$ cat src/hw/spgcb_pkg.sv
/*
 * spgcb_pkg: offsets, field positions, reset values, codes and timing
 * for the switch / pulse / aux-pin configuration bank.
 * Assumes a byte-wide register file behind a 32-bit Avalon-MM slave.
 */
package spgcb_pkg;
    // register indices; byte address is four times the index
    localparam logic [7:0] IDX_SW_SRC_B   = 8'h15;
    localparam logic [7:0] IDX_IO_PIN_FN  = 8'h17;
    localparam logic [7:0] IDX_PULSE_A    = 8'h18;
    localparam logic [7:0] IDX_PULSE_B    = 8'h19;
    localparam logic [7:0] IDX_PULSE_FREQ = 8'h1c;
    localparam logic [7:0] IDX_SCRATCH    = 8'h1e;
    localparam logic [7:0] IDX_BANK_STAT  = 8'h1f;

    localparam logic [7:0] RST_ZERO       = 8'h00;
    localparam logic [7:0] MASK_SW_SRC    = 8'h77;
    localparam logic [7:0] MASK_FREQ      = 8'h05;

    localparam int SW3_LSB   = 0;
    localparam int SW4_LSB   = 4;
    localparam int PIN1_LSB  = 0;
    localparam int PIN2_LSB  = 3;
    localparam int FODC_LSB  = 6;
    localparam int FREQA_BIT = 0;
    localparam int FREQB_BIT = 2;

    typedef enum logic [2:0] {
        SPGCB_SRC_OFF  = 3'h0,
        SPGCB_SRC_ON   = 3'h1,
        SPGCB_SRC_TMRA = 3'h2,
        SPGCB_SRC_TMRB = 3'h3,
        SPGCB_SRC_PWMA = 3'h4,
        SPGCB_SRC_PWMB = 3'h5
    } spgcb_src_t;

    typedef enum logic [2:0] {
        SPGCB_PIN_OFF  = 3'h4,
        SPGCB_PIN_WAKE = 3'h5,
        SPGCB_PIN_LS   = 3'h6,
        SPGCB_PIN_HS   = 3'h7
    } spgcb_pin_t;

    // chip operating modes seen by the bank
    typedef enum logic [1:0] {
        SPGCB_MODE_NORMAL   = 2'h0,
        SPGCB_MODE_RESTART  = 2'h1,
        SPGCB_MODE_FAILSAFE = 2'h3,
        SPGCB_MODE_OTHER    = 2'h2
    } spgcb_mode_t;

    localparam int CLK_HZ         = 50_000_000;
    localparam int PWM_STEPS      = 255;
    localparam int FREQ_LO_HZ     = 200;
    localparam int FREQ_HI_HZ     = 400;
    localparam int WAKE_FILT_US   = 16;
    localparam int WAKE_FILT_CYC  = (WAKE_FILT_US * (CLK_HZ / 1_000_000));
    localparam int TICK_LO_CYC    = CLK_HZ / (FREQ_LO_HZ * PWM_STEPS);
    localparam int TICK_HI_CYC    = CLK_HZ / (FREQ_HI_HZ * PWM_STEPS);
endpackage : spgcb_pkg

$ cat src/hw/spgcb_pwm.sv
/*
 * spgcb_pwm: one pulse channel, 255 steps per period, selectable rate.
 * Assumes duty and rate are stable register outputs of the bank.
 */
module spgcb_pwm #(
    parameter int TICK_LO = spgcb_pkg::TICK_LO_CYC,
    parameter int TICK_HI = spgcb_pkg::TICK_HI_CYC
) (
    // clock and reset
    input  wire logic       sys_clk_i,
    input  wire logic       reset_n_i,
    // setting
    input  wire logic [7:0] duty_i,
    input  wire logic       rate_hi_i,
    // output
    output logic            pwm_o
);
    // prescaler must tick and fit its 16-bit counter
    if (TICK_HI < 1 || TICK_LO < TICK_HI || TICK_LO > 65535) begin : g_bad_tick
        $error("spgcb_pwm: bad tick parameters");
    end

    logic [15:0] pre_reg;
    logic [7:0]  step_reg;
    logic [15:0] pre_top;
    logic        tick;
    assign pre_top = rate_hi_i ? 16'(TICK_HI - 1) : 16'(TICK_LO - 1);
    assign tick    = (pre_reg >= pre_top);

    always_ff @(posedge sys_clk_i or negedge reset_n_i) begin
        if (!reset_n_i) begin
            pre_reg  <= 16'h0000;
            step_reg <= 8'h00;
            pwm_o    <= 1'b0;
        end else begin
            pre_reg <= tick ? 16'h0000 : pre_reg + 16'h0001;
            if (tick) begin
                // counts 0..254, then wraps
                step_reg <= (step_reg == 8'hfe) ? 8'h00 : step_reg + 8'h01;      // RQ16
            end
            pwm_o <= (step_reg < duty_i);                                       // RQ7
        end
    end
endmodule // spgcb_pwm

$ cat src/hw/spgcb_bank.sv
/*
 * spgcb_bank: switch source, aux pin, pulse and scratch configuration bank
 * with a 32-bit Avalon-MM slave and two pulse channels.
 * Assumes the mode controller gives power-on as reset_n_i, soft reset and
 * restart entry as one-cycle pulses, and protection faults as pulses.
 */
// The implementer's own choice: register access over Avalon-MM.
//
// Behaviour
// RQ1: switch source codes select off, on, timer, pulse
// RQ2: overcurrent or overtemperature clears that switch source
// RQ3: reserved bits ignore writes and read zero
// RQ4: fail output three duty from two-bit field
// RQ5: aux pin three-bit function field decoded
// RQ6: software assigns timer when filter chosen
// RQ7: pulse duty zero off, full on, N/255
// RQ8: frequency bits select 200 or 400 Hz
// RQ9: restart keeps only the two frequency bits
// RQ10: switch source register zeroed on all resets
// RQ11: pin and duty cleared, kept through restart
// RQ12: scratch cleared at power-on only
// RQ13: device logic never alters scratch byte
// RQ14: scratch accessible only in normal mode
// RQ15: timer runs once assigned and on-time set
// RQ16: pulse uses 255-step counter, output below duty
module spgcb_bank (
    // clock and reset
    input  wire logic        sys_clk_i,
    input  wire logic        reset_n_i,
    // avalon-mm slave
    input  wire logic [7:0]  avs_address_i,
    input  wire logic        avs_read_i,
    input  wire logic        avs_write_i,
    input  wire logic [31:0] avs_writedata_i,
    input  wire logic [3:0]  avs_byteenable_i,
    output logic [31:0]      avs_readdata_o,
    output logic             avs_waitrequest_o,
    output logic [1:0]       avs_response_o,
    // chip mode and events
    input  wire logic [1:0]  chip_mode_i,
    input  wire logic        soft_reset_i,
    input  wire logic        restart_entry_i,
    input  wire logic [1:0]  switch_fault_i,
    // timer status
    input  wire logic        switch_timer_a_i,
    input  wire logic        switch_timer_b_i,
    input  wire logic        switch_timer_a_set_i,
    input  wire logic        switch_timer_b_set_i,
    // switch and pin controls
    output logic [1:0]       switch_on_o,
    output logic [1:0]       timer_run_o,
    output logic [1:0]       fail_output_duty_o,
    output logic [2:0]       aux_pin_one_function_o,
    output logic [2:0]       aux_pin_two_function_o,
    output logic [1:0]       aux_wake_en_o,
    output logic [1:0]       aux_ls_on_o,
    output logic [1:0]       aux_hs_on_o,
    output logic [1:0]       aux_fail_out_o,
    output logic [1:0]       pulse_o
);
    logic [7:0] sw_src_reg, sw_src_next;
    logic [7:0] pin_fn_reg, pin_fn_next;
    logic [7:0] duty_a_reg, duty_a_next;
    logic [7:0] duty_b_reg, duty_b_next;
    logic [7:0] freq_reg, freq_next;
    logic [7:0] scratch_reg, scratch_next;
    logic [31:0] rdata_reg;
    logic        ack_reg;
    logic [1:0]  resp_reg;

    // single wait state: request accepted in first cycle, answered in second
    wire req      = avs_read_i | avs_write_i;
    wire [7:0] idx = avs_address_i >> 2;
    wire aligned  = (avs_address_i[1:0] == 2'b00);
    wire lane0    = avs_byteenable_i[0];
    wire normal   = (chip_mode_i == spgcb_pkg::SPGCB_MODE_NORMAL);
    wire [7:0] wb = avs_writedata_i[7:0];
    wire hit_sw   = aligned && idx == spgcb_pkg::IDX_SW_SRC_B;
    wire hit_pin  = aligned && idx == spgcb_pkg::IDX_IO_PIN_FN;
    wire hit_da   = aligned && idx == spgcb_pkg::IDX_PULSE_A;
    wire hit_db   = aligned && idx == spgcb_pkg::IDX_PULSE_B;
    wire hit_fr   = aligned && idx == spgcb_pkg::IDX_PULSE_FREQ;
    wire hit_sc   = aligned && idx == spgcb_pkg::IDX_SCRATCH;
    wire hit_st   = aligned && idx == spgcb_pkg::IDX_BANK_STAT;
    wire sc_ok    = hit_sc && normal;                                          // RQ14
    wire mapped   = hit_sw | hit_pin | hit_da | hit_db | hit_fr | hit_st | sc_ok;
    // write lands on the completing edge, as the master sees it
    wire wr_go    = avs_write_i && ack_reg && lane0;
    wire rd_go    = avs_read_i && !ack_reg;

    wire [7:0] stat_val = {4'h0, switch_on_o, pulse_o};

    wire [7:0] rd_mux =
        hit_sw  ? sw_src_reg :
        hit_pin ? pin_fn_reg :
        hit_da  ? duty_a_reg :
        hit_db  ? duty_b_reg :
        hit_fr  ? freq_reg   :
        sc_ok   ? scratch_reg :                                                // RQ14
        hit_st  ? stat_val   : 8'h00;

    // soft reset and restart apply here; write in the same cycle loses
    wire sw_clr_all = soft_reset_i | restart_entry_i;                          // RQ10
    wire keep_clr   = soft_reset_i;                                            // RQ11

    // write merge, then hardware clears which override the write
    logic [7:0] sw_wr;
    assign sw_wr = (wr_go && hit_sw) ? (wb & spgcb_pkg::MASK_SW_SRC) : sw_src_reg; // RQ3
    always_comb begin
        sw_src_next = sw_wr;
        if (switch_fault_i[0]) begin
            sw_src_next[spgcb_pkg::SW3_LSB +: 3] = 3'h0;                       // RQ2
        end
        if (switch_fault_i[1]) begin
            sw_src_next[spgcb_pkg::SW4_LSB +: 3] = 3'h0;                       // RQ2
        end
        if (sw_clr_all) begin
            sw_src_next = spgcb_pkg::RST_ZERO;                                 // RQ10
        end
    end

    assign pin_fn_next = keep_clr ? spgcb_pkg::RST_ZERO :
                         (wr_go && hit_pin) ? wb : pin_fn_reg;                 // RQ11
    assign duty_a_next = keep_clr ? spgcb_pkg::RST_ZERO :
                         (wr_go && hit_da) ? wb : duty_a_reg;                  // RQ11
    assign duty_b_next = keep_clr ? spgcb_pkg::RST_ZERO :
                         (wr_go && hit_db) ? wb : duty_b_reg;                  // RQ11
    // restart keeps the two rate bits; others are reserved and already zero
    assign freq_next   = keep_clr ? spgcb_pkg::RST_ZERO :
                         restart_entry_i ? (freq_reg & spgcb_pkg::MASK_FREQ) : // RQ9
                         (wr_go && hit_fr) ? (wb & spgcb_pkg::MASK_FREQ) :     // RQ3
                         freq_reg;
    // only software writes in normal mode change the scratch byte
    assign scratch_next = (wr_go && sc_ok) ? wb : scratch_reg;                 // RQ13

    always_ff @(posedge sys_clk_i or negedge reset_n_i) begin
        if (!reset_n_i) begin
            sw_src_reg  <= spgcb_pkg::RST_ZERO;                                // RQ10
            pin_fn_reg  <= spgcb_pkg::RST_ZERO;
            duty_a_reg  <= spgcb_pkg::RST_ZERO;
            duty_b_reg  <= spgcb_pkg::RST_ZERO;
            freq_reg    <= spgcb_pkg::RST_ZERO;
            scratch_reg <= spgcb_pkg::RST_ZERO;                                // RQ12
        end else begin
            sw_src_reg  <= sw_src_next;
            pin_fn_reg  <= pin_fn_next;
            duty_a_reg  <= duty_a_next;
            duty_b_reg  <= duty_b_next;
            freq_reg    <= freq_next;
            scratch_reg <= scratch_next;
        end
    end

    always_ff @(posedge sys_clk_i or negedge reset_n_i) begin
        if (!reset_n_i) begin
            ack_reg   <= 1'b0;
            rdata_reg <= 32'h0000_0000;
            resp_reg  <= 2'b00;
        end else begin
            ack_reg  <= req && !ack_reg;
            resp_reg <= (req && !ack_reg && !mapped) ? 2'b10 : 2'b00;
            if (rd_go) begin
                rdata_reg <= {24'h00_0000, rd_mux};                            // RQ3
            end
        end
    end

    assign avs_waitrequest_o = req && !ack_reg;
    assign avs_readdata_o    = rdata_reg;
    assign avs_response_o    = resp_reg;

    // switch source decode
    logic [1:0] pwm_out;
    logic [2:0] src [2];
    assign src[0] = sw_src_reg[spgcb_pkg::SW3_LSB +: 3];
    assign src[1] = sw_src_reg[spgcb_pkg::SW4_LSB +: 3];
    assign pulse_o = pwm_out;

    logic [1:0] timer_used;
    for (genvar s = 0; s < 2; s++) begin : g_switch
        always_comb begin
            case (src[s])                                                      // RQ1
                spgcb_pkg::SPGCB_SRC_OFF:  switch_on_o[s] = 1'b0;
                spgcb_pkg::SPGCB_SRC_ON:   switch_on_o[s] = 1'b1;
                spgcb_pkg::SPGCB_SRC_TMRA: switch_on_o[s] = switch_timer_a_i;
                spgcb_pkg::SPGCB_SRC_TMRB: switch_on_o[s] = switch_timer_b_i;
                spgcb_pkg::SPGCB_SRC_PWMA: switch_on_o[s] = pwm_out[0];
                spgcb_pkg::SPGCB_SRC_PWMB: switch_on_o[s] = pwm_out[1];
                default:                   switch_on_o[s] = 1'b0;
            endcase
        end
        assign timer_used[s] = (src[0] == 3'(spgcb_pkg::SPGCB_SRC_TMRA + s)) ||
                               (src[1] == 3'(spgcb_pkg::SPGCB_SRC_TMRA + s));
    end
    // timer starts once assigned and given a running on-time
    assign timer_run_o[0] = timer_used[0] && switch_timer_a_set_i;             // RQ15
    assign timer_run_o[1] = timer_used[1] && switch_timer_b_set_i;             // RQ15

    // aux pin decode
    assign fail_output_duty_o     = pin_fn_reg[spgcb_pkg::FODC_LSB +: 2];      // RQ4
    assign aux_pin_one_function_o = pin_fn_reg[spgcb_pkg::PIN1_LSB +: 3];
    assign aux_pin_two_function_o = pin_fn_reg[spgcb_pkg::PIN2_LSB +: 3];
    logic [2:0] pin_fn [2];
    assign pin_fn[0] = aux_pin_one_function_o;
    assign pin_fn[1] = aux_pin_two_function_o;
    for (genvar p = 0; p < 2; p++) begin : g_pin
        assign aux_fail_out_o[p] = !pin_fn[p][2];                              // RQ5
        assign aux_wake_en_o[p]  = (pin_fn[p] == spgcb_pkg::SPGCB_PIN_WAKE);   // RQ5
        assign aux_ls_on_o[p]    = (pin_fn[p] == spgcb_pkg::SPGCB_PIN_LS);     // RQ5
        assign aux_hs_on_o[p]    = (pin_fn[p] == spgcb_pkg::SPGCB_PIN_HS);     // RQ5
    end

    spgcb_pwm u_pwm_a (
        .sys_clk_i (sys_clk_i),
        .reset_n_i (reset_n_i),
        .duty_i    (duty_a_reg),                                               // RQ7
        .rate_hi_i (freq_reg[spgcb_pkg::FREQA_BIT]),                           // RQ8
        .pwm_o     (pwm_out[0])
    );
    spgcb_pwm u_pwm_b (
        .sys_clk_i (sys_clk_i),
        .reset_n_i (reset_n_i),
        .duty_i    (duty_b_reg),                                               // RQ7
        .rate_hi_i (freq_reg[spgcb_pkg::FREQB_BIT]),                           // RQ8
        .pwm_o     (pwm_out[1])
    );
endmodule // spgcb_bank

$ cat config.mk
export PLATFORM = sky130hd
export DESIGN_NAME = spgcb_bank
export DESIGN_NICKNAME = d
export VERILOG_FILES = /design/src/hw/spgcb_pkg.sv /design/src/hw/spgcb_pwm.sv /design/src/hw/spgcb_bank.sv
export SDC_FILE = /design/constraint.sdc
export NUM_CORES = 1
export LEC_CHECK = 0
export ABC_CLOCK_PERIOD_IN_PS = 2360
export BUFFER_PORTS_ARGS = -buffer_cell sky130_fd_sc_hd__buf_4
export CORE_UTILIZATION = 56
export DETAILED_ROUTE_END_ITERATION = 8
export PLACE_DENSITY = 0.78
export SYNTH_ARGS = -nofsm -noshare
export SYNTH_HDL_FRONTEND = slang
export SYNTH_SLANG_ARGS = --single-unit
$ cat constraint.sdc
create_clock -name sys_clk_i -period 2.36 [get_ports sys_clk_i]
set_clock_uncertainty 0.05 [all_clocks]
set_input_delay 0.472 -clock sys_clk_i [delete_from_list [all_inputs] [get_ports sys_clk_i]]
set_output_delay 0.472 -clock sys_clk_i [all_outputs]
set_load 0.05 [all_outputs]
# Word level (Yosys, flattened, before mapping)
# Cells that the tools add are included.
[totals] ff_bits=109 in_bits=58 output_inout_bits=57 elab_cells=127
[classes] addsub=4 n_lt_le_gt_ge=4 n_eq_ne=26 muxes=29 bitwise_logic=8 reduce_logical=38
[op_table] op="$mux W8" n=19
[op_table] op="$eq A6 B5 Y1 const B" n=7
[op_table] op="$add A16 B1 Y16 const B" n=2
[op_table] op="$ge A16 B16 Y1" n=2
[op_table] op="$mux W16" n=2
[op_table] op="$eq A3 B3 Y1 const B" n=10
[op_table] op="$logic_and A1 B1 Y1" n=21
[op_table] op="$mux W10" n=2
[op_table] op="$add A8 B1 Y8 const B" n=2
[op_table] op="$eq A8 B8 Y1 const B" n=2
[op_table] op="$lt A8 B8 Y1" n=2
[op_table] op="$eq A3 B2 Y1 const B" n=4
[op_table] op="$pmux W1 S5" n=2
[op_table] op="$reduce_bool A2 Y1" n=5
[op_table] op="$reduce_bool A3 Y1" n=3
[op_table] op="$or A1 B1 Y1" n=8
[op_table] op="$eq A3 B1 Y1 const B" n=2
[op_table] op="$mux W3" n=2
[op_table] op="$logic_not A1 Y1" n=4
[op_table] op="$logic_not A2 Y1" n=2
[op_table] op="$mux W4" n=1
[op_table] op="$logic_or A1 B1 Y1" n=2
[op_table] op="$mux W2" n=1
[op_table] op="$ne A2 B2 Y1 const B" n=1
[op_table] op="$reduce_and A2 Y1" n=1

# Depth between registers and ports, before layout
# Gate-level depths: netlist (run 1).
[depth] ltp_word=11 depth_mapped=8 ltp_nobuf=6

# Modules after synthesis
# A second synthesis (run 1) with hierarchy kept.
[unflattened] cells_unflattened=579 area_unflattened_um2=5746.8
[by_module_without_submodules] module="spgcb_bank" n_inst=1 cells_per_inst=311 area_per_inst_um2=2974.1 seq_area_each_um2=1251.2
[by_module_without_submodules] module="spgcb_pwm" n_inst=2 cells_per_inst=134 area_per_inst_um2=1386.3 seq_area_each_um2=625.6

# Least setup slack after synthesis (run 1)
# No wires, ideal clock.
[synth_timing] kind="input -> register" from="in avs_address_i[1]" to="reg scratch_reg[0]" setup_ns=0.125 t_arrival_ns=2.160 required_time_ns=2.185 slack_ns=0.026 cell_stages=6 path_buffers=2 path_cell_list="or4b_1 -> buf_6 -> nor3b_2 -> nor2b_1 -> buf_4 -> mux2_2"
[synth_via] elab_chain_cells=4
[synth_lines] element="start: declaration" line="spgcb_bank.sv:31" source="input wire logic [7:0] avs_address_i,"
[synth_lines] element="$logic_not A2 Y1" line="spgcb_bank.sv:74" source="wire aligned = (avs_address_i[1:0] == 2'b00);"
[synth_lines] element="$logic_and A1 B1 Y1" line="spgcb_bank.sv:83" source="wire hit_sc = aligned && idx == spgcb_pkg::IDX_SCRATCH;"
[synth_lines] element="$logic_and A1 B1 Y1" line="spgcb_bank.sv:85" source="wire sc_ok = hit_sc && normal;"
[synth_lines] element="$logic_and A1 B1 Y1" line="spgcb_bank.sv:134" source="assign scratch_next = (wr_go && sc_ok) ? wb : scratch_reg;"
[synth_lines] element="end signal: assignment" line="spgcb_bank.sv:143" source="scratch_reg <= spgcb_pkg::RST_ZERO;"
[synth_lines] element="end signal: assignment" line="spgcb_bank.sv:150" source="scratch_reg <= scratch_next;"
[synth_lines] element="end: declaration" line="spgcb_bank.sv:66" source="logic [7:0] scratch_reg, scratch_next;"
# No other way between the ends.
# A chain may end at the register's enable or synchronous reset.

# Worst setup path in the final report (run 1)
[layout_timing] from="reg sw_src_reg[5]" to="out switch_on_o[1]"
[layout_via] elab_chain_cells=2 elab_cells_between_ends=6 cone_classes="5 x eq/ne; 1 x mux"
[layout_lines] element="start: declaration" line="spgcb_bank.sv:61" source="logic [7:0] sw_src_reg, sw_src_next;"
[layout_lines] element="start signal: assignment" line="spgcb_bank.sv:138" source="sw_src_reg <= spgcb_pkg::RST_ZERO;"
[layout_lines] element="start signal: assignment" line="spgcb_bank.sv:145" source="sw_src_reg <= sw_src_next;"
[layout_lines] element="$eq A3 B3 Y1, or another cell as far along" line="spgcb_bank.sv:182" source="case (src[s])"
[layout_lines] element="$pmux W1 S5 (*)" line="spgcb_bank.sv:182"
[layout_lines] element="end: declaration" line="spgcb_bank.sv:50" source="output logic [1:0] switch_on_o,"
# Every way passes the cells marked *; elsewhere a longest branch is shown, timed or not.

==> results of run 1 <==
[synthesized netlist by cell type (3+ instances only)]
master,n,share of area [%]
a211oi_1,5,0.66
a21o_1,4,0.53
a21oi_1,14,1.2
a22o_1,6,0.92
a22oi_1,11,1.4
a31oi_1,9,0.99
a32oi_1,4,0.61
and3_1,8,0.88
and4_1,3,0.46
buf_1,4,0.26
buf_4,29,3.8
clkbuf_1,10,0.66
dfrtp_1,100,44
ha_1,30,6.6
inv_1,34,2.2
mux2_2,12,2.4
mux2i_1,34,6.0
nand2_1,30,2.0
nand2b_1,7,0.77
nand3_1,16,1.4
nand3b_1,4,0.53
nand4_1,9,0.99
nor2_1,83,5.5
nor2b_1,9,0.99
nor3_1,15,1.3
nor4_1,4,0.44
nor4_4,3,1.1
o2111ai_1,3,0.46
o211ai_1,7,0.92
o21a_1,3,0.39
o21ai_0,11,0.96
o221ai_1,6,0.92
o22ai_1,4,0.44
or2_2,3,0.33
or3_1,3,0.33
xnor2_1,8,1.2
xor2_1,10,1.5
[logic make-up after synthesis]
family                     count (synthesis)  share of synthesized area, %
other                                      1                       0.06565
DFF                                      100                         43.81
buffers and inverters                     79                         7.360
adders and majority gates                 30                         6.572
muxes                                     46                         8.324
and+or+nand+nor                          206                         18.42
AOI/OAI and AO/OA                        101                         12.68
xor gates and xnor gates                  18                         2.760
[cell type report]
type	instances	share of cell area (%)
multi-input cells	436	43.99
flip-flops and latches	100	37.66
repair buffers	90	10.73
well taps	133	2.505
inverters	34	1.921
clock buffers	9	1.864
clock inverters	6	1.318
[worst max-delay path by stage]
stage / to / slack [ns]
after floorplan: scratch_reg[0]$_DFFE_PN0P_ / 0.03
after global placement: duty_b_reg[1]$_DFFE_PN0P_ / 0.02
after detailed placement: duty_a_reg[1]$_DFFE_PN0P_ / -0.02
after CTS: switch_on_o[1] / 0.17
after global routing: u_pwm_b.pre_reg[2]$_DFF_PN0_ / 0.01
final: switch_on_o[1] / 0.16
[through the flow]
stage,TNS [ns],utilization (%)
floorplan,0,-
global placement,0,65.51
detailed placement,-0.07787,65.51
CTS,0,67.66
global route,0,67.66
finish,0,67.66
[power by group]
part	internal [mW]	switching (mW)	total, mW
clock network	0.594	0.587	1.18
logic	0.466	0.687	1.15
registers	1.89	0.231	2.12
[routing by layer]
metal / vias to the layer above / global-route usage (%)
met5: - / 0
met4: 0 / 12.57
met3: 29 / 3.186
met2: 152 / 43.74
met1: 2226 / 31.63
li1: 2200 / -
==> results by group, run 1 <==
Power
  • Peak VDD IR: 342.9 uV
  • P per Cell Area: 670.1 nW/um2
  • Leakage Power: 2.949 nW
  • Power Total: 4.452 mW

Worst setup path
  • WP data required: 1.84 ns
  • Setup CP Type: flip-flop to primary output
  • CP startpoint: sw_src_reg[5]$_DFFE_PN0P_
  • Cell family with most CP delay: compound AO/OA/AOI/OAI gates
  • Critical Path Sink Type: primary output
  • Worst reg2reg endpoint: u_pwm_b.step_reg[1]$_DFFE_PN0N_
  • Critical path's largest stage delay: 0.44 ns
  • Worst-path maximum fanout: 6
  • Crit path depth: 4
  • Startpoint class of the critical path: flip-flop
  • Worst Path Buf+Inv: 1
  • Reg-to-reg slack, setup: 0.20 ns
  • Worst reg-to-reg path cell count: 5
  • Crit path max-delay cell type: dfrtp_1
  • Worst reg2reg path startpoint: freq_reg[2]$_DFFE_PN0P_
  • CP cell instances: nor2b_1 > a221o_1 > o21a_1 > buf_4
  • CP Data Arrival Time: 1.68 ns

Finish
  • Non-Filler Instances: 808
  • Most frequent cells in the layout: 100 x dfrtp_1, 87 x buf_4, 83 x nor2_1
  • FF/Latch Area: 2502 um2
  • Post-route cell area: 6644 um2
  • # nets final: 759
  • Area grow syn2layout: 16.32%
  • Number of diodes: 0
  • Layout cells sized above 1: 18.81%
  • Most common cell after layout, fill and taps aside: dfrtp_1
  • Multi-input logic area: 2923 um2
  • Fill cell count: 754

Drt
  • Via count: 4,607
  • DRC violations left: 0
  • Met2 WL post-DR: 6294 um
  • ANT nets after route: 0
  • Via density: 5.702
  • Routed WL: 12,890 um
  • WL met1: 5565 um
  • Drt pass-1 iters: 5
  • 1st-iter DRT viols: 257
  • Max layer used: met4
  • Average wire per standard cell: 15.95 um
  • DR WL met3: 632 um

STA
  • Relative slew slack: 62.50%
  • Final hold vios: 0
  • Setup violators final: 0
  • Worst hold margin: 0.01733 ns
  • Min Clock Period, post-route: 2.197 ns
  • F_max: 0.4551 GHz
  • Fin. max-slew vios: 0
  • Final period util: 93.11%
  • Setup WS post-layout: 0.1627 ns
  • RSZ-0062 raised after global routing: no
  • Slew @ Worst Pin: 0.5609 ns

Floorplanning
  • Die footprint: 10,610 um2
  • Placeable Area: 9819 um2
  • IO Count: 115
  • DIE HEIGHT: 103.0 um
  • Site Rows: 36
  • Horiz. Die Dim: 103.0 um
  • Initial Utilization: 58.17%

Min path
  • Hold Crit Class: input port to async pin

CTS
  • Setup bufs post-CTS: 0
  • CTS max path bufs: 2
  • Clk sink count: 100
  • CTS H-tree depth: 3
  • Hold buffer count at cts: 0
  • Clock latency at the later pin of the worst-skew pair: 0.36 ns
  • CTS buffer count: 9
  • Clock transition at path regs: 0.10 ns
  • Root Buffer: clkbuf_8
  • CTS tree: built
  • Post-cts gate resize count: 0

Placement
  • RePlAce Congestion: 0.8689
  • HPWL Detailed: 9593 um
  • Pre-CTS setup slack: -0.02479 ns
  • Placed Cells: 793
  • Placed cell area: 6432 um2
  • Port bufs: 62

Synth
  • Flops & latches, synth: 100
  • Primary FF master, synth: dfrtp_1
  • Yosys warns: 0
  • Average cell area after synthesis: 9.831 um2
  • Post-synth cell types: 57
  • Sequential share of the synthesized area: 43.81%
  • Post-Syn Area: 5712 um2
  • Post-synth EDFFs: 0
  • Post-Syn Instances: 581
  • Fraction of registers with async set/reset: 100.0%

Global route
  • Global-route wire length before repair: 20,570 um
  • Total grt overflow: 0
  • All-Layer GR Usage: 25.41%
  • Initial antenna violation count: 0
  • Vias in the first global route: 4,336
  • Largest net degree at the start of global routing: 49

Run
  • Max_cap viols: 0

Run status
  • Status: completed
Power figures use the tool's default switching activity.
==> inputs of run 2 (changes only) <==
- BUFFER_PORTS_ARGS: -buffer_cell sky130_fd_sc_hd__buf_4 -> -buffer_cell sky130_fd_sc_hd__buf_2
- CORE_UTILIZATION: 56 -> 57
- CTS_BUF_LIST: not set -> sky130_fd_sc_hd__clkbuf_8
- PLACE_DENSITY: 0.78 -> 0.79
==> results by group, run 2 (synthesized netlist as in run 1, its figures left out) <==
Finish
  • # nets final: 760
  • Most common cell after layout, fill and taps aside: dfrtp_1
  • Number of diodes: 0
  • Area grow syn2layout: 14.55%
  • Layout cells sized above 1: 19.20%
  • Non-Filler Instances: 810
  • FF/Latch Area: 2502 um2
  • Post-route cell area: 6543 um2
  • Multi-input logic area: 2930 um2
  • Fill cell count: 767
  • Most frequent cells in the layout: 100 x dfrtp_1, 83 x nor2_1, 61 x buf_2

Placement
  • HPWL Detailed: 9998 um
  • Placed Cells: 794
  • Port bufs: 62
  • Placed cell area: 6287 um2
  • Pre-CTS setup slack: -0.03333 ns
  • RePlAce Congestion: 0.8929

Drt
  • DRC violations left: 0
  • Routed WL: 13,210 um
  • Via count: 4,638
  • Via density: 5.726
  • ANT nets after route: 0
  • 1st-iter DRT viols: 217
  • Average wire per standard cell: 16.31 um
  • Drt pass-1 iters: 5

Floorplanning
  • Initial Utilization: 58.71%
  • IO Count: 115
  • Placeable Area: 9729 um2
  • DIE HEIGHT: 102.1 um
  • Horiz. Die Dim: 102.1 um
  • Site Rows: 36
  • Die footprint: 10,420 um2

Worst setup path
  • Crit path max-delay cell type: dfrtp_1
  • Critical path's largest stage delay: 0.47 ns
  • Cell family with most CP delay: flip-flops
  • Critical Path Sink Type: primary output
  • Worst Path Buf+Inv: 1
  • CP cell instances: a21oi_1 > a311oi_1 > or2_2 > buf_2
  • Startpoint class of the critical path: flip-flop
  • WP data required: 1.84 ns
  • Worst-path maximum fanout: 7
  • Setup CP Type: flip-flop to primary output
  • CP Data Arrival Time: 1.70 ns

STA
  • Slew @ Worst Pin: 0.5753 ns
  • Min Clock Period, post-route: 2.223 ns
  • Relative slew slack: 61.54%
  • Fin. max-slew vios: 0
  • RSZ-0062 raised after global routing: no
  • F_max: 0.4499 GHz
  • Final hold vios: 0
  • Final period util: 94.18%
  • Setup violators final: 0
  • Setup WS post-layout: 0.1375 ns

CTS
  • Clock latency at the later pin of the worst-skew pair: 0.37 ns
  • Clk sink count: 100
  • CTS max path bufs: 2
  • Hold buffer count at cts: 0
  • CTS buffer count: 9
  • CTS H-tree depth: 3
  • Root Buffer: clkbuf_8
  • CTS tree: built
  • Clock transition at path regs: 0.09 ns

Power
  • Switching Fraction: 33.11%
  • Seq pwr share: 46.4%
  • Psw: 1.511 mW
  • Internal Power: 3.051 mW
  • Leakage Power: 2.937 nW
  • Peak VDD IR: 532.7 uV
  • P per Cell Area: 697.3 nW/um2
  • Combinational Power Share: 24.6%
  • Clock share of power: 29.0%
  • Power Total: 4.562 mW

Min path
  • Hold Crit Class: input port to async pin

Global route
  • Initial antenna violation count: 0
  • All-Layer GR Usage: 26.90%
  • Vias in the first global route: 4,379
  • Largest net degree at the start of global routing: 43
  • Total grt overflow: 0
  • Global-route wire length before repair: 21,560 um

Run
  • Max_cap viols: 0

Run status
  • Status: completed
run 2: cell type report:
cell class / instances / area share (%)
multi-input cells: 436 / 44.79
flip-flops and latches: 100 / 38.25
repair buffers: 91 / 8.682
well taps: 133 / 2.544
clock buffers: 10 / 2.104
inverters: 34 / 1.951
clock inverters: 6 / 1.683
run 2: stage by stage:
stage,util [%],hold WS [ns],TNS (ns)
2_1_floorplan,-,0.1264,0
3_3_place_gp,64.62,0.4262,-0.05217
3_5_place_dp,64.62,0.4391,-0.1354
4_1_cts,67.17,0.03460,0
5_1_grt,67.25,0.04848,0
6_report,67.25,0.02738,0
run 2: path summary, 6_finish.rpt:
kind / from / endpoint / depth (start not counted) / slack [ns]
max: sw_src_reg[1]$_DFFE_PN0P_ / switch_on_o[0] / 4 / 0.14
min: reset_n_i / pin_fn_reg[4]$_DFFE_PN0P_ / 1 / 0.03
max reg2reg: freq_reg[0]$_DFFE_PN0P_ / u_pwm_a.step_reg[3]$_DFFE_PN0N_ / 6 / 0.19
min reg2reg: u_pwm_b.pre_reg[0]$_DFF_PN0_ / u_pwm_b.pre_reg[0]$_DFF_PN0_ / 1 / 0.46
max in group asynchronous: reset_n_i / u_pwm_a.pre_reg[9]$_DFF_PN0_ / 2 / 1.63
min in group sys_clk_i: avs_write_i / ack_reg$_DFF_PN0_ / 3 / 0.36
run 2: routing by layer:
metal,track usage (%),up-vias,routed length (um)
met4,10.33,0,340
met3,6.224,23,822
met5,0,-,0
li1,-,2202,-
met2,45.17,176,6411
met1,33.82,2237,5639
run 2: what timing repair did:
item | CTS | global route
setup buffers | 0 | 0
endpoints found under the setup margin | 0 | 19
gates resized for setup | 0 | 2
run 2: power groups by stage:
stage	clock [mW]	sequential (mW)	combinational, mW
finish	1.32	2.12	1.12
global route	1.41	2.14	1.26
CTS	1.34	2.11	1.12
detailed placement	0	2.14	1.12
global placement	0	2.13	1.07
floorplan	0	2.13	0.860
